### src/hdl/eof_pkg.sv
// constants, register map and state layout for the overhead event flag block
`default_nettype none
package eof_pkg;

  // ==========================================================
  // register indices (byte address is four times the index)
  localparam logic [7:0] IDX_SA_CTRL = 8'h5C;
  localparam logic [7:0] IDX_SA_FLAGS = 8'h5D;
  localparam logic [7:0] IDX_OVH_STATUS = 8'h5F;
  localparam logic [7:0] IDX_OVH_ENABLES = 8'h60;
  localparam logic [7:0] IDX_OVH_FLAGS = 8'h61;
  localparam logic [7:0] IDX_CODE_FIRST = 8'h56;
  localparam logic [7:0] IDX_CODE_LAST = 8'h5A;

  // ==========================================================
  // field positions
  localparam int CTRL_COMPARE_MODE = 7;
  localparam int CTRL_DEBOUNCE = 6;
  localparam int SA_SPECIAL = 5;
  localparam int OVH_NT_CRC = 5;
  localparam int OVH_NT_FAR = 4;
  localparam int OVH_FAR_BLOCK = 3;
  localparam int OVH_RAI_FAR = 2;
  localparam int OVH_CONT_FAR = 1;
  localparam int OVH_LINK_ID = 0;
  localparam logic [7:0] SA_FLAGS_MASK = 8'h3F;
  localparam logic [7:0] OVH_MASK = 8'h3F;
  localparam logic [7:0] STATUS_MASK = 8'h07;
  localparam logic [7:0] RESET_BYTE = 8'h00;

  // ==========================================================
  // codeword patterns
  localparam logic [3:0] NT_CRC_CODE_A = 4'h2;
  localparam logic [3:0] NT_CRC_CODE_B = 4'h3;
  localparam logic [3:0] NT_FAR_CODE_A = 4'h1;
  localparam logic [3:0] NT_FAR_CODE_B = 4'h3;
  localparam logic [11:0] SPECIAL_888 = 12'h888;
  localparam logic [11:0] SPECIAL_AAA = 12'hAAA;
  localparam logic [11:0] SPECIAL_CCC = 12'hCCC;
  localparam logic [11:0] SPECIAL_EEE = 12'hEEE;
  localparam logic [11:0] SPECIAL_FFF = 12'hFFF;
  localparam logic [3:0] SA6_BITS_NEEDED = 4'hC;
  localparam logic [1:0] SA6_WORDS_NEEDED = 2'h3;
  localparam logic [1:0] SA7_WINDOW = 2'h3;
  localparam logic [1:0] SA7_ZEROS_NEEDED = 2'h2;

  // ==========================================================
  // timing
  localparam longint CLK_FREQ_HZ = 125_000_000;
  localparam longint RAI_TIME_MS = 10;
  localparam longint RAI_CYCLES = (CLK_FREQ_HZ * RAI_TIME_MS + 999) / 1000;
  localparam longint SECOND_S = 1;
  localparam longint SECOND_CYCLES = CLK_FREQ_HZ * SECOND_S;
  localparam logic [15:0] FEBE_MIN_PER_SEC = 16'h03DE;
  localparam int FEBE_SECONDS = 5;

  // ==========================================================
  // whole state of the block
  typedef struct packed {
    logic ap_valid;
    logic ap_write;
    logic [7:0] ap_idx;
    logic [31:0] hrdata;
    logic [7:0] sa_ctrl;
    logic [7:0] ovh_en;
    logic [7:0] sa_flags;
    logic [7:0] ovh_flags;
    logic [4:0][3:0] code_cur;
    logic [4:0][3:0] code_prev;
    logic [11:0] sa6_bits;
    logic [3:0] sa6_bcnt;
    logic [11:0] sa6_words;
    logic [1:0] sa6_wcnt;
    logic [2:0] sa7_hist;
    logic [1:0] sa7_cnt;
    logic e_zero_last;
    logic [31:0] rai_cnt;
    logic rai_stat;
    logic [31:0] sec_cnt;
    logic [15:0] zero_cnt;
    logic [FEBE_SECONDS-1:0] cf_hist;
    logic cf_stat;
    logic link_stat;
  } eof_state_type;

endpackage : eof_pkg
`default_nettype wire

### src/hdl/eof_event_flags.sv
// overhead event detection, sticky flags and interrupt for one E1 channel
//
// Register access over AHB-Lite is this design's own decision.
`default_nettype none

module eof_event_flags #(
  parameter int RAI_HOLD_CYCLES = int'(eof_pkg::RAI_CYCLES),
  parameter int SECOND_LEN_CYCLES = int'(eof_pkg::SECOND_CYCLES)
) (
  input wire logic clk,
  input wire logic resetn,
  input wire logic hsel,
  input wire logic [31:0] haddr,
  input wire logic [1:0] htrans,
  input wire logic hwrite,
  input wire logic [2:0] hsize,
  input wire logic [31:0] hwdata,
  input wire logic hready,
  output logic hreadyout,
  output logic hresp,
  output logic [31:0] hrdata,
  input wire logic crc_mf_sync,
  input wire logic basic_frame_sync,
  input wire logic smf_valid,
  input wire logic [3:0] nat4_code,
  input wire logic [3:0] nat5_code,
  input wire logic [3:0] nat6_code,
  input wire logic [3:0] nat7_code,
  input wire logic [3:0] nat8_code,
  input wire logic sa6_bit_valid,
  input wire logic sa6_bit,
  input wire logic sa7_bit_valid,
  input wire logic sa7_bit,
  input wire logic e_bit_valid,
  input wire logic e_bit,
  input wire logic a_bit,
  output logic irq_n
);

  eof_pkg::eof_state_type s_r;
  eof_pkg::eof_state_type s_nxt;
  logic [4:0][3:0] codes;
  logic [7:0] sa_pending;
  logic [7:0] ovh_pending;

  // ==========================================================
  // helpers
  function automatic logic is_special(input logic [11:0] w);
    is_special = (w == eof_pkg::SPECIAL_888) || (w == eof_pkg::SPECIAL_AAA)
      || (w == eof_pkg::SPECIAL_CCC) || (w == eof_pkg::SPECIAL_EEE)
      || (w == eof_pkg::SPECIAL_FFF);
  endfunction : is_special

  // unmapped indices read as zero
  function automatic logic [31:0] read_reg(input logic [7:0] idx,
      input eof_pkg::eof_state_type st);
    logic [7:0] b;
    b = eof_pkg::RESET_BYTE;
    if (idx == eof_pkg::IDX_SA_CTRL) begin
      b = st.sa_ctrl;
    end else if (idx == eof_pkg::IDX_SA_FLAGS) begin
      b = st.sa_flags & eof_pkg::SA_FLAGS_MASK;
    end else if (idx == eof_pkg::IDX_OVH_STATUS) begin
      b = {5'h00, st.rai_stat, st.cf_stat, st.link_stat};
    end else if (idx == eof_pkg::IDX_OVH_ENABLES) begin
      b = st.ovh_en & eof_pkg::OVH_MASK;
    end else if (idx == eof_pkg::IDX_OVH_FLAGS) begin
      b = st.ovh_flags & eof_pkg::OVH_MASK;
    end else if (idx >= eof_pkg::IDX_CODE_FIRST
        && idx <= eof_pkg::IDX_CODE_LAST) begin
      b = {4'h0, st.code_cur[3'(eof_pkg::IDX_CODE_LAST - idx)]};
    end
    read_reg = {24'h000000, b};
  endfunction : read_reg

  // index 4 is the Sa4 channel down to index 0 for Sa8, as in the flags
  assign codes = {nat4_code, nat5_code, nat6_code, nat7_code, nat8_code};

  // ==========================================================
  // next state
  always_comb begin
    logic wr;
    logic [7:0] w1c;
    logic [7:0] sa_set;
    logic [7:0] ovh_set;
    logic [11:0] sh;
    logic [2:0] h7;
    logic rai_cond;
    logic [15:0] zc;
    wr = 1'b0;
    w1c = 8'h00;
    sa_set = 8'h00;
    ovh_set = 8'h00;
    sh = 12'h000;
    h7 = 3'h0;
    rai_cond = 1'b0;
    zc = 16'h0000;
    s_nxt = s_r;

    // stored codewords follow the sub-multiframe, held out of sync
    if (smf_valid && crc_mf_sync) begin
      for (int k = 0; k < 5; k++) begin
        if (!s_r.sa_ctrl[eof_pkg::CTRL_DEBOUNCE]
            || codes[k] == s_r.code_prev[k]) begin
          s_nxt.code_cur[k] = codes[k];
        end
        if (s_nxt.code_cur[k] != s_r.code_cur[k]) begin
          sa_set[k] = 1'b1;
        end
        s_nxt.code_prev[k] = codes[k];
      end
      if (codes[2] == eof_pkg::NT_CRC_CODE_A
          || codes[2] == eof_pkg::NT_CRC_CODE_B) begin
        ovh_set[eof_pkg::OVH_NT_CRC] = 1'b1;
      end
      if (codes[2] == eof_pkg::NT_FAR_CODE_A
          || codes[2] == eof_pkg::NT_FAR_CODE_B) begin
        ovh_set[eof_pkg::OVH_NT_FAR] = 1'b1;
      end
    end

    // special Sa6 patterns: serial window or three aligned words
    if (!crc_mf_sync) begin
      s_nxt.sa6_bcnt = 4'h0;
      s_nxt.sa6_wcnt = 2'h0;
    end else if (s_r.sa_ctrl[eof_pkg::CTRL_COMPARE_MODE]) begin
      if (smf_valid) begin
        sh = {s_r.sa6_words[7:0], codes[2]};
        s_nxt.sa6_words = sh;
        if (s_r.sa6_wcnt != eof_pkg::SA6_WORDS_NEEDED) begin
          s_nxt.sa6_wcnt = s_r.sa6_wcnt + 2'h1;
        end
        if (s_nxt.sa6_wcnt == eof_pkg::SA6_WORDS_NEEDED
            && is_special(sh)) begin
          sa_set[eof_pkg::SA_SPECIAL] = 1'b1;
        end
      end
    end else if (sa6_bit_valid) begin
      sh = {s_r.sa6_bits[10:0], sa6_bit};
      s_nxt.sa6_bits = sh;
      if (s_r.sa6_bcnt != eof_pkg::SA6_BITS_NEEDED) begin
        s_nxt.sa6_bcnt = s_r.sa6_bcnt + 4'h1;
      end
      if (s_nxt.sa6_bcnt == eof_pkg::SA6_BITS_NEEDED
          && is_special(sh)) begin
        sa_set[eof_pkg::SA_SPECIAL] = 1'b1;
      end
    end

    // far end block errors, suspended out of multiframe sync
    if (e_bit_valid && crc_mf_sync) begin
      s_nxt.e_zero_last = !e_bit;
      if (!e_bit) begin
        ovh_set[eof_pkg::OVH_FAR_BLOCK] = 1'b1;
      end
    end

    // continuous RAI and FEBE: condition unbroken for the hold time
    rai_cond = a_bit && s_nxt.e_zero_last && crc_mf_sync;
    if (!rai_cond) begin
      s_nxt.rai_cnt = 32'h0;
      s_nxt.rai_stat = 1'b0;
    end else if (s_r.rai_cnt < 32'(RAI_HOLD_CYCLES)) begin
      s_nxt.rai_cnt = s_r.rai_cnt + 32'h1;
    end else begin
      s_nxt.rai_stat = 1'b1;
    end

    // continuous FEBE: one history bit per second of zeros counted
    if (!crc_mf_sync) begin
      s_nxt.sec_cnt = 32'h0;
      s_nxt.zero_cnt = 16'h0;
      s_nxt.cf_hist = '0;
      s_nxt.cf_stat = 1'b0;
      s_nxt.e_zero_last = 1'b0;
    end else begin
      zc = s_r.zero_cnt;
      if (e_bit_valid && !e_bit && zc != 16'hFFFF) begin
        zc = zc + 16'h1;
      end
      if (s_r.sec_cnt == 32'(SECOND_LEN_CYCLES - 1)) begin
        s_nxt.sec_cnt = 32'h0;
        s_nxt.zero_cnt = 16'h0;
        s_nxt.cf_hist = {s_r.cf_hist[eof_pkg::FEBE_SECONDS-2:0],
          zc >= eof_pkg::FEBE_MIN_PER_SEC};
        s_nxt.cf_stat = &s_nxt.cf_hist;
      end else begin
        s_nxt.sec_cnt = s_r.sec_cnt + 32'h1;
        s_nxt.zero_cnt = zc;
      end
    end

    // V5.2 link ID: sliding window of three Sa7 bits
    if (!basic_frame_sync) begin
      s_nxt.sa7_cnt = 2'h0;
      s_nxt.link_stat = 1'b0;
    end else if (sa7_bit_valid) begin
      h7 = {s_r.sa7_hist[1:0], sa7_bit};
      s_nxt.sa7_hist = h7;
      if (s_r.sa7_cnt != eof_pkg::SA7_WINDOW) begin
        s_nxt.sa7_cnt = s_r.sa7_cnt + 2'h1;
      end
      if (s_nxt.sa7_cnt == eof_pkg::SA7_WINDOW) begin
        s_nxt.link_stat = ({1'b0, !h7[0]} + {1'b0, !h7[1]}
          + {1'b0, !h7[2]}) >= eof_pkg::SA7_ZEROS_NEEDED;
      end
    end

    // status transitions in either direction
    ovh_set[eof_pkg::OVH_RAI_FAR] = s_nxt.rai_stat != s_r.rai_stat;
    ovh_set[eof_pkg::OVH_CONT_FAR] = s_nxt.cf_stat != s_r.cf_stat;
    ovh_set[eof_pkg::OVH_LINK_ID] = s_nxt.link_stat != s_r.link_stat;

    // bus data phase: writes land now, reserved bits never stored
    wr = s_r.ap_valid && s_r.ap_write;
    if (wr && s_r.ap_idx == eof_pkg::IDX_SA_CTRL) begin
      s_nxt.sa_ctrl = hwdata[7:0];
    end else if (wr && s_r.ap_idx == eof_pkg::IDX_OVH_ENABLES) begin
      s_nxt.ovh_en = hwdata[7:0] & eof_pkg::OVH_MASK;
    end
    if (wr && (s_r.ap_idx == eof_pkg::IDX_SA_FLAGS
        || s_r.ap_idx == eof_pkg::IDX_OVH_FLAGS)) begin
      w1c = hwdata[7:0];
    end

    // a new event wins over a clear in the same cycle
    if (s_r.ap_idx == eof_pkg::IDX_SA_FLAGS) begin
      s_nxt.sa_flags = ((s_r.sa_flags & ~w1c) | sa_set)
        & eof_pkg::SA_FLAGS_MASK;
      s_nxt.ovh_flags = (s_r.ovh_flags | ovh_set) & eof_pkg::OVH_MASK;
    end else begin
      s_nxt.sa_flags = (s_r.sa_flags | sa_set) & eof_pkg::SA_FLAGS_MASK;
      s_nxt.ovh_flags = ((s_r.ovh_flags & ~w1c) | ovh_set)
        & eof_pkg::OVH_MASK;
    end

    // bus address phase: read data prepared from the updated state
    s_nxt.ap_valid = hsel && htrans[1] && hready;
    s_nxt.ap_write = hwrite;
    s_nxt.ap_idx = (haddr[31:10] == 22'h0) ? haddr[9:2] : 8'hFF;
    if (s_nxt.ap_valid && !hwrite) begin
      s_nxt.hrdata = read_reg(s_nxt.ap_idx, s_nxt);
    end
    if (!s_nxt.ap_valid) begin
      s_nxt.ap_write = 1'b0;
    end
  end

  // ==========================================================
  // state register
  always_ff @(posedge clk or negedge resetn) begin
    if (!resetn) begin
      s_r <= '0;
    end else begin
      s_r <= s_nxt;
    end
  end

  // ==========================================================
  // outputs: zero wait states, always OKAY
  assign hreadyout = 1'b1;
  assign hresp = 1'b0;
  assign hrdata = s_r.hrdata;
  assign sa_pending = s_r.sa_flags & s_r.sa_ctrl & eof_pkg::SA_FLAGS_MASK;
  assign ovh_pending = s_r.ovh_flags & s_r.ovh_en;
  // pin low while any enabled flag pends
  assign irq_n = !(|sa_pending || |ovh_pending);

  // ==========================================================
  // checks
  chk_irq_nat_gate: assert property (@(posedge clk)
    disable iff (!resetn)
    (s_r.sa_flags[4] && s_r.sa_ctrl[4]) |-> !irq_n)
    else $error("national change flag enabled but pin idle");

  chk_irq_link_gate: assert property (@(posedge clk)
    disable iff (!resetn)
    (s_r.sa_flags == 8'h00 && s_r.ovh_flags == 8'h01 && !s_r.ovh_en[0])
    |-> irq_n)
    else $error("link change flag drove pin while disabled");

  chk_nat_change: assert property (@(posedge clk)
    disable iff (!resetn)
    (smf_valid && crc_mf_sync && !s_r.sa_ctrl[6]
     && nat4_code != s_r.code_cur[4])
    |=> (s_r.sa_flags[4] && s_r.code_cur[4] == $past(nat4_code)))
    else $error("codeword change not flagged");

  chk_debounce_hold: assert property (@(posedge clk)
    disable iff (!resetn)
    (smf_valid && s_r.sa_ctrl[6] && nat5_code != s_r.code_prev[3])
    |=> $stable(s_r.code_cur[3]))
    else $error("debounced codeword updated on first sight");

  chk_nt_crc_event: assert property (@(posedge clk)
    disable iff (!resetn)
    (smf_valid && crc_mf_sync && nat6_code == 4'h3)
    |=> (s_r.ovh_flags[5] && s_r.ovh_flags[4]))
    else $error("NT codeword 0011 missed");

  chk_febe_event: assert property (@(posedge clk)
    disable iff (!resetn)
    (e_bit_valid && !e_bit && crc_mf_sync) |=> s_r.ovh_flags[3])
    else $error("far end block error not flagged");

  chk_febe_suspend: assert property (@(posedge clk)
    disable iff (!resetn)
    (!crc_mf_sync && !s_r.ovh_flags[3] && !s_r.ap_valid)
    |=> !s_r.ovh_flags[3])
    else $error("block error flagged out of sync");

  chk_rai_change: assert property (@(posedge clk)
    disable iff (!resetn)
    $changed(s_r.rai_stat) |-> s_r.ovh_flags[2])
    else $error("RAI status transition not flagged");

  chk_cfebe_change: assert property (@(posedge clk)
    disable iff (!resetn)
    $changed(s_r.cf_stat) |-> s_r.ovh_flags[1])
    else $error("continuous FEBE transition not flagged");

  chk_rai_drop: assert property (@(posedge clk)
    disable iff (!resetn)
    (!crc_mf_sync || !a_bit) |=> !s_r.rai_stat)
    else $error("RAI status held without its condition");

  chk_link_two_zero: assert property (@(posedge clk)
    disable iff (!resetn)
    (basic_frame_sync && sa7_bit_valid && s_r.sa7_cnt == 2'h3
     && !sa7_bit && !s_r.sa7_hist[0]) |=> s_r.link_stat)
    else $error("link ID not seen after two zeros");

  chk_w1c_clear: assert property (@(posedge clk)
    disable iff (!resetn)
    (s_r.ap_valid && s_r.ap_write && s_r.ap_idx == 8'h61 && hwdata[3]
     && !(e_bit_valid && !e_bit && crc_mf_sync)) |=> !s_r.ovh_flags[3])
    else $error("write one did not clear flag");

  chk_w0_keep: assert property (@(posedge clk)
    disable iff (!resetn)
    (s_r.ap_valid && s_r.ap_write && s_r.ap_idx == 8'h61
     && !hwdata[3] && s_r.ovh_flags[3]) |=> s_r.ovh_flags[3])
    else $error("write zero cleared flag");

  chk_special_words: assert property (@(posedge clk)
    disable iff (!resetn)
    (smf_valid && crc_mf_sync && s_r.sa_ctrl[7] && s_r.sa6_wcnt >= 2'h2
     && nat6_code == 4'h8 && s_r.sa6_words[7:0] == 8'h88)
    |=> s_r.sa_flags[5])
    else $error("special codeword triple missed");

  chk_cfebe_sync: assert property (@(posedge clk)
    disable iff (!resetn)
    !crc_mf_sync |=> !s_r.cf_stat)
    else $error("continuous FEBE status held out of sync");

  chk_link_change: assert property (@(posedge clk)
    disable iff (!resetn)
    $changed(s_r.link_stat) |-> s_r.ovh_flags[0])
    else $error("link ID status transition not flagged");

  chk_irq_ovh_gate: assert property (@(posedge clk)
    disable iff (!resetn)
    (s_r.ovh_flags[3] && s_r.ovh_en[3]) |-> !irq_n)
    else $error("overhead flag enabled but pin idle");

endmodule : eof_event_flags
`default_nettype wire

### config.mk
export PLATFORM = sky130hd
export DESIGN_NAME = eof_event_flags
export DESIGN_NICKNAME = d
export VERILOG_FILES = /design/src/hdl/eof_pkg.sv /design/src/hdl/eof_event_flags.sv
export SDC_FILE = /design/constraint.sdc
export NUM_CORES = 1
export LEC_CHECK = 0
export ABC_AREA = 0
export BUFFER_PORTS_ARGS = -buffer_cell sky130_fd_sc_hd__buf_2
export CAP_MARGIN = 10
export CORE_ASPECT_RATIO = 0.9
export CORE_MARGIN = 2
export CORE_UTILIZATION = 59
export DETAILED_ROUTE_END_ITERATION = 6
export PLACE_DENSITY = 0.81
export SLEW_MARGIN = 20
export SYNTH_ARGS = -nofsm -noshare
export SYNTH_HDL_FRONTEND = slang
export SYNTH_SLANG_ARGS = --single-unit
### constraint.sdc
create_clock -name clk -period 3.21 [get_ports clk]
set_input_delay 0.4815 -clock clk [delete_from_list [all_inputs] [get_ports clk]]
set_output_delay 0.4815 -clock clk [all_outputs]
set_load 0.005 [all_outputs]
==> results of run 1 <==
[routing by layer]
layer | vias to the layer above | track usage | share of wire
li1 | 4110 | - | -
met1 | 4275 | 0.361 | 0.44
met2 | 280 | 0.429 | 0.48
met3 | 55 | 0.0438 | 0.056
met4 | 0 | 0.0657 | 0.025
met5 | - | 0 | 0
[cell families after synthesis]
group / count (synthesis)
simple gates: 499
flops: 201
compound gates: 146
xor+xnor: 104
buf+inv: 104
mux: 58
fa+ha+maj: 11
other cells: 2
[cell type report]
class | count | area (um^2)
well taps | 245 | 307
inverters | 27 | 101
fillers | 1394 | 5950
repair buffers | 116 | 699
diodes | 2 | 5.00
clock buffers | 30 | 621
clock inverters | 8 | 129
multi-input cells | 844 | 5390
flip-flops and latches | 201 | 5030
[stage by stage]
stage / setup slack (ns) / std cells / power [mW] / hold slack [ns]
final: 0.326 / 1473 / 6.00 / 0.0376
after global routing: 0.0469 / 1471 / 6.21 / 0.124
after CTS: 0.380 / 1471 / 6.04 / 0.0912
after detailed placement: -0.113 / 1433 / 3.42 / 0.468
after global placement: -0.0844 / 1433 / 3.39 / 0.459
after floorplan: 0.0105 / 1149 / 3.20 / 0.186
[synthesized netlist by cell type (4+ instances only)]
cell / instances
and3_1: 31
nand3_1: 49
buf_2: 5
a31oi_1: 7
nor2b_1: 7
mux2i_1: 10
nor2_1: 104
dfrtp_1: 201
o31ai_1: 4
a22oi_1: 6
nor3_1: 23
o211ai_1: 7
a21oi_1: 30
clkbuf_1: 34
nand2b_1: 10
ha_1: 11
xor2_1: 68
nand4_1: 20
a311oi_1: 5
and4_1: 8
and2_1: 8
o22ai_1: 5
inv_1: 26
or4_1: 5
o21ai_1: 5
and4b_1: 5
o21ai_0: 26
xnor2_1: 36
nor4_1: 26
o41ai_1: 4
nand2_1: 147
o2111ai_1: 4
buf_4: 34
or3_1: 19
mux2_2: 46
[power by group]
group	internal (mW)	switching [mW]	total, mW
logic	0.251	0.317	0.568
registers	2.69	0.130	2.82
clock network	1.59	1.02	2.61
total	4.53	1.46	6.00
[worst paths after layout]
path	slack, ns	cells after the start	from	endpoint
min in group clk	0.20	2	sa7_bit_valid	s_r[89]$_DFFE_PN0P_
worst min register to register	0.48	1	s_r[89]$_DFFE_PN0P_	s_r[89]$_DFFE_PN0P_
worst max-delay path	0.33	9	s_r[8]$_DFF_PN0_	hrdata[1]$_DFFE_PN0P_
max in group asynchronous	2.38	2	resetn	s_r[138]$_DFFE_PN0P_
worst max register to register	0.33	9	s_r[8]$_DFF_PN0_	hrdata[1]$_DFFE_PN0P_
worst min-delay path	0.04	1	resetn	s_r[20]$_DFF_PN0_
[registers in the layout, summed over array words and instances (netlist names)]
signal  flops
s_r       193
hrdata      8
==> summary.txt, run 1 <==
Status
  • Outcome: finished clean

Timing
  • Worst relative slew slack: 0.457
  • Max Transition Viols Final: 0
  • Least-Margin Pin Slew: 0.815 ns
  • Setup_tns: 0 ns
  • Final period util: 0.899
  • Minimum clock period: 2.88 ns
  • Final Skew: 0.0314 ns
  • Final Setup Violations: 0
  • RSZ-0062 raised after global routing: no
  • Final Hold Vio Count: 0
  • Fmax: 347 MHz

Place
  • Port bufs: 82
  • GPL Wtd Cong: 0.920
  • Placed Area: 11500 um^2
  • DP Wirelength: 17200 um

Global route
  • Initial antenna violation count: 1
  • Largest net degree at the start of global routing: 99
  • All-Layer GR Usage: 0.259
  • Total global routing overflow: 0
  • Vias in the first global route: 8537
  • Global-route wire length before repair: 42000 um

Setup path
  • Slowest-stage cell, CP: nor4_2
  • Crit path DAT: 3.32 ns
  • WP buf/inv: 0
  • Critical Path RT: 3.65 ns
  • Max incr delay on CP: 0.55 ns
  • CP Launch Type: flip-flop
  • Top delay family on crit path: compound AO/OA/AOI/OAI gates
  • Crit Path Class: reg2reg
  • Crit-path cells: ha_1, nand3_1, nor4_2, o22ai_1, a311oi_1, o21a_4, o2111ai_1, o211a_1, o31ai_2
  • Crit path max fanout: 7
  • CP Capture Type: flip-flop

Yosys
  • Post-Synth XOR/XNOR Area: 0.0839
  • Synth Cell Area: 10900 um^2
  • Netlist cell types: 86
  • Synth Area in Simple Gates: 0.237
  • Post-synth top area share: 0.463
  • Yosys warns: 0
  • Number of synthesized register bits: 201
  • Largest family of logic cells by synthesized area: simple AND/OR/NAND/NOR gates
  • Cell taking the most area after synthesis: dfrtp_1
  • Mux contribution to synthesized area: 0.0600
  • FFs w/ async S/R, synth: 1.00
  • Synth Area in Adders: 0.0127
  • Seq/Total Area, Yosys: 0.463
  • Synth Flop Type: dfrtp_1
  • Ranking of synthesized cells by area: dfrtp_1, xor2_1, nand2_1, mux2_2, nor2_1
  • Synth Instances: 1125
  • Post-synth EDFFs: 0
  • Post-synthesis compound-gate area fraction: 0.0936
  • Syn avg cell area: 9.65 um^2

Clock tree
  • Hold_buf cts: 0
  • Clock tree root driver cell: clkbuf_16
  • CTS Buf Count: 22
  • Worst-Skew Late Latency: 0.52 ns
  • Clk sinks: 201
  • Postcts setup bufs: 0
  • Post-CTS sizing: 0
  • CTS clk-pin slew, worst paths: 0.06 ns
  • TritonCTS clock tree: yes
  • H-tree depth: 1
  • Max Buffers Root-to-Sink: 3

Power and ir drop
  • LEAKAGE: 5.54 nW
  • Max VDD drop: 462 uV
  • Power Dens Cells: 488 nW/um^2

Route
  • Starting DRT DRC Count: 633
  • DRC: 0
  • Vias: 8720
  • Drt total wl: 24800 um
  • Post-DR vias/cell: 5.92
  • Routed len/inst: 16.8 um
  • DR pass1 iterations: 6
  • ANT nets after route: 0

Die
  • Die Y: 133 um
  • Starting Density: 0.596
  • DIE WIDTH: 147 um
  • Core Region: 18200 um^2
  • Die area: 19500 um^2
  • FP Rows: 47
  • IO Count: 139

Flow run
  • Max-cap check violation count: 0

Final layout
  • Share of layout cells above drive strength 1: 0.178
  • Commonest cells after routing, fill and taps aside: dfrtp_1, nand2_1, nor2_1
  • Commonest non-fill, non-tap cell in the layout: dfrtp_1
  • Fin util: 0.674
  • Design area: 12300 um^2
  • Fin nets: 1327
  • Layout area overhead: 13.1%

Min path
  • Hold crit path type: in2async
No activity file was read; power rests on OpenSTA's default activity.
==> inputs of run 2 (changes only) <==
--- a/config.mk
+++ b/config.mk
@@ -12,7 +12,8 @@
 export CORE_MARGIN = 2
 export CORE_UTILIZATION = 59
 export DETAILED_ROUTE_END_ITERATION = 6
-export PLACE_DENSITY = 0.81
+export MAX_ROUTING_LAYER = met4
+export PLACE_DENSITY = 0.78
 export SLEW_MARGIN = 20
 export SYNTH_ARGS = -nofsm -noshare
 export SYNTH_HDL_FRONTEND = slang
==> summary.txt, run 2 (synthesized netlist as in run 1, its figures left out) <==
Final layout
  • Fin nets: 1329 (+0.15%)
  • Max reg flops: 193 (unchanged)
  • Final std cells w/o fill: 1475 (+0.14%)
  • Most flops, register: s_r
  • Share of layout cells above drive strength 1: 0.177 (-0.000434)
  • Fillers: 1412 (+1.3%)
  • Commonest non-fill, non-tap cell in the layout: dfrtp_1
  • Design area: 12300 um^2 (+0.46%)
  • Fin util: 0.677 (+0.00309)
  • Layout area overhead: 13.7%
  • Commonest cells after routing, fill and taps aside: dfrtp_1, nand2_1, nor2_1

Setup path
  • Crit path max fanout: 7 (unchanged)
  • CP Launch Point: s_r[8]$_DFF_PN0_
  • Crit path DAT: 3.24 ns (-0.08 ns)
  • Slowest-stage cell, CP: or4b_1
  • WP buf/inv: 0 (unchanged)
  • Max incr delay on CP: 0.48 ns (-0.07 ns)
  • Crit Path Class: reg2reg
  • WP depth: 9 (unchanged)
  • Critical Path RT: 3.62 ns (-0.03 ns)
  • CP Capture Type: flip-flop
  • Worst r2r dst: hrdata[1]$_DFFE_PN0P_
  • Crit-path cells: ha_1, nand3_1, nand4_1, or4b_1, a311oi_1, o21a_4, o2111ai_1, o211a_1, o31ai_2
  • Top delay family on crit path: compound AO/OA/AOI/OAI gates
  • Capture point of the critical path: hrdata[1]$_DFFE_PN0P_
  • CP Launch Type: flip-flop
  • Reg2Reg Depth: 9 (unchanged)
  • Reg-to-reg setup timing slack: 0.39 ns (+0.06 ns)
  • RR Startpoint: s_r[8]$_DFF_PN0_

Timing
  • Worst relative slew slack: 0.485 (+0.0286)
  • Minimum clock period: 2.82 ns (-0.0596 ns)
  • Final period util: 0.880 (-0.0186)
  • Hold Slack: 0.197 ns (+0.159 ns)
  • Final Skew: 0.0255 ns (-0.00587 ns)
  • Max Transition Viols Final: 0 (unchanged)
  • Least-Margin Pin Slew: 0.766 ns (-0.0488 ns)
  • Final Setup Violations: 0 (unchanged)
  • RSZ-0062 raised after global routing: no
  • Final Hold Vio Count: 0 (unchanged)
  • Setup_tns: 0 ns (unchanged)
  • Fmax: 354 MHz (+2.1%)

Power and ir drop
  • LEAKAGE: 5.57 nW (+0.55%)
  • Power Dens Cells: 498 nW/um^2 (+2.1%)
  • Max VDD drop: 653 uV (+41%)

Place
  • DP Wirelength: 17500 um (+1.4%)
  • Port bufs: 82 (unchanged)
  • GPL Wtd Cong: 0.947 (+3.0%)
  • Placed Cells: 1434 (+0.070%)
  • Placed Area: 11500 um^2 (about the same)

Clock tree
  • Post-CTS sizing: 0 (unchanged)
  • Clock tree root driver cell: clkbuf_16
  • TritonCTS clock tree: yes
  • Postcts setup bufs: 0 (unchanged)
  • Max Buffers Root-to-Sink: 3 (unchanged)
  • CTS clk-pin slew, worst paths: 0.06 ns (about the same)
  • Worst-Skew Late Latency: 0.52 ns (about the same)
  • CTS Buf Count: 22 (unchanged)
  • Clk sinks: 201 (unchanged)
  • H-tree depth: 1 (unchanged)

Die
  • Starting Density: 0.596 (unchanged)
  • FP Rows: 47 (unchanged)
  • Die Y: 133 um (unchanged)
  • Die area: 19500 um^2 (unchanged)
  • DIE WIDTH: 147 um (unchanged)
  • Core Region: 18200 um^2 (unchanged)
  • IO Count: 139 (unchanged)

Route
  • DR pass1 iterations: 5 (-1)
  • DRC: 0 (unchanged)
  • Starting DRT DRC Count: 586 (-7.4%)
  • ANT nets after route: 0 (unchanged)
  • Vias: 8605 (-1.3%)
  • Drt total wl: 25100 um (+1.2%)
  • Post-DR vias/cell: 5.83 (-1.5%)
  • Routed len/inst: 17.0 um (+1.0%)

Global route
  • Largest net degree at the start of global routing: 73 (-26%)
  • Vias in the first global route: 8664 (+1.5%)
  • Global-route wire length before repair: 42400 um (+1.0%)
  • Initial antenna violation count: 1 (unchanged)
  • Total global routing overflow: 0 (unchanged)
  • All-Layer GR Usage: 0.271 (+0.0120)

Flow run
  • Max-cap check violation count: 0 (unchanged)

Min path
  • WHS Path Cells: 2
  • Hold crit path type: in2reg

Status
  • Outcome: finished clean
-- run 2: where the power goes --
group          switching (mW)  internal (mW)
clock                    1.02           1.74
sequential              0.135           2.69
combinational           0.317          0.253
total                    1.47           4.68
-- run 2: worst register-to-register path, cell delays in order, from the launching register on --
cell,delay [ns]
dfrtp_1,0.43
ha_1,0.25
nand3_1,0.26
nand4_1,0.13
or4b_1,0.48
a311oi_1,0.45
o21a_4,0.22
o2111ai_1,0.11
o211a_1,0.18
o31ai_2,0.24
-- run 2: stage by stage --
stage / worst slack [ns] / power, mW
after floorplan: 0.0105 / 3.20
after global routing: 0.106 / 6.38
after detailed placement: -0.0267 / 3.43
after global placement: -0.000705 / 3.40
final: 0.385 / 6.15
after CTS: 0.397 / 6.18
-- run 2: routing by layer --
layer,vias up,wire length [um],GRT usage
met5,-,0,-
met4,0,696,0.0743
met3,71,1290,0.0400
met2,243,12000,0.437
met1,4180,11100,0.364
li1,4111,-,-
-- run 2: cell type report --
| cell class | count | area, um^2 | area share |
|---|---|---|---|
| multi-input combinational | 844 | 5390 | 0.437 |
| sequential | 201 | 5030 | 0.408 |
| timing repair buffer | 118 | 717 | 0.0581 |
| clock buffer | 31 | 614 | 0.0498 |
| tap | 245 | 307 | 0.0248 |
| clock inverter | 8 | 176 | 0.0143 |
| inverter | 27 | 101 | 0.00821 |
| antenna | 1 | 2.50 | 0.000203 |
-- run 2: repair_timing --
action,in CTS,in global routing
hold buffers,1,0
setup endpoints to repair,0,0
hold endpoints to repair,55,0
-- run 2: worst min-delay path by stage --
stage | startpoint | endpoint | slack [ns]
after floorplan | resetn | hrdata[0]$_DFFE_PN0P_ | 0.19
after global placement | s_r[89]$_DFFE_PN0P_ | s_r[89]$_DFFE_PN0P_ | 0.46
after detailed placement | s_r[89]$_DFFE_PN0P_ | s_r[89]$_DFFE_PN0P_ | 0.48
after CTS | sa7_bit_valid | s_r[89]$_DFFE_PN0P_ | 0.19
after global routing | sa7_bit_valid | s_r[89]$_DFFE_PN0P_ | 0.22
final | sa7_bit_valid | s_r[89]$_DFFE_PN0P_ | 0.20
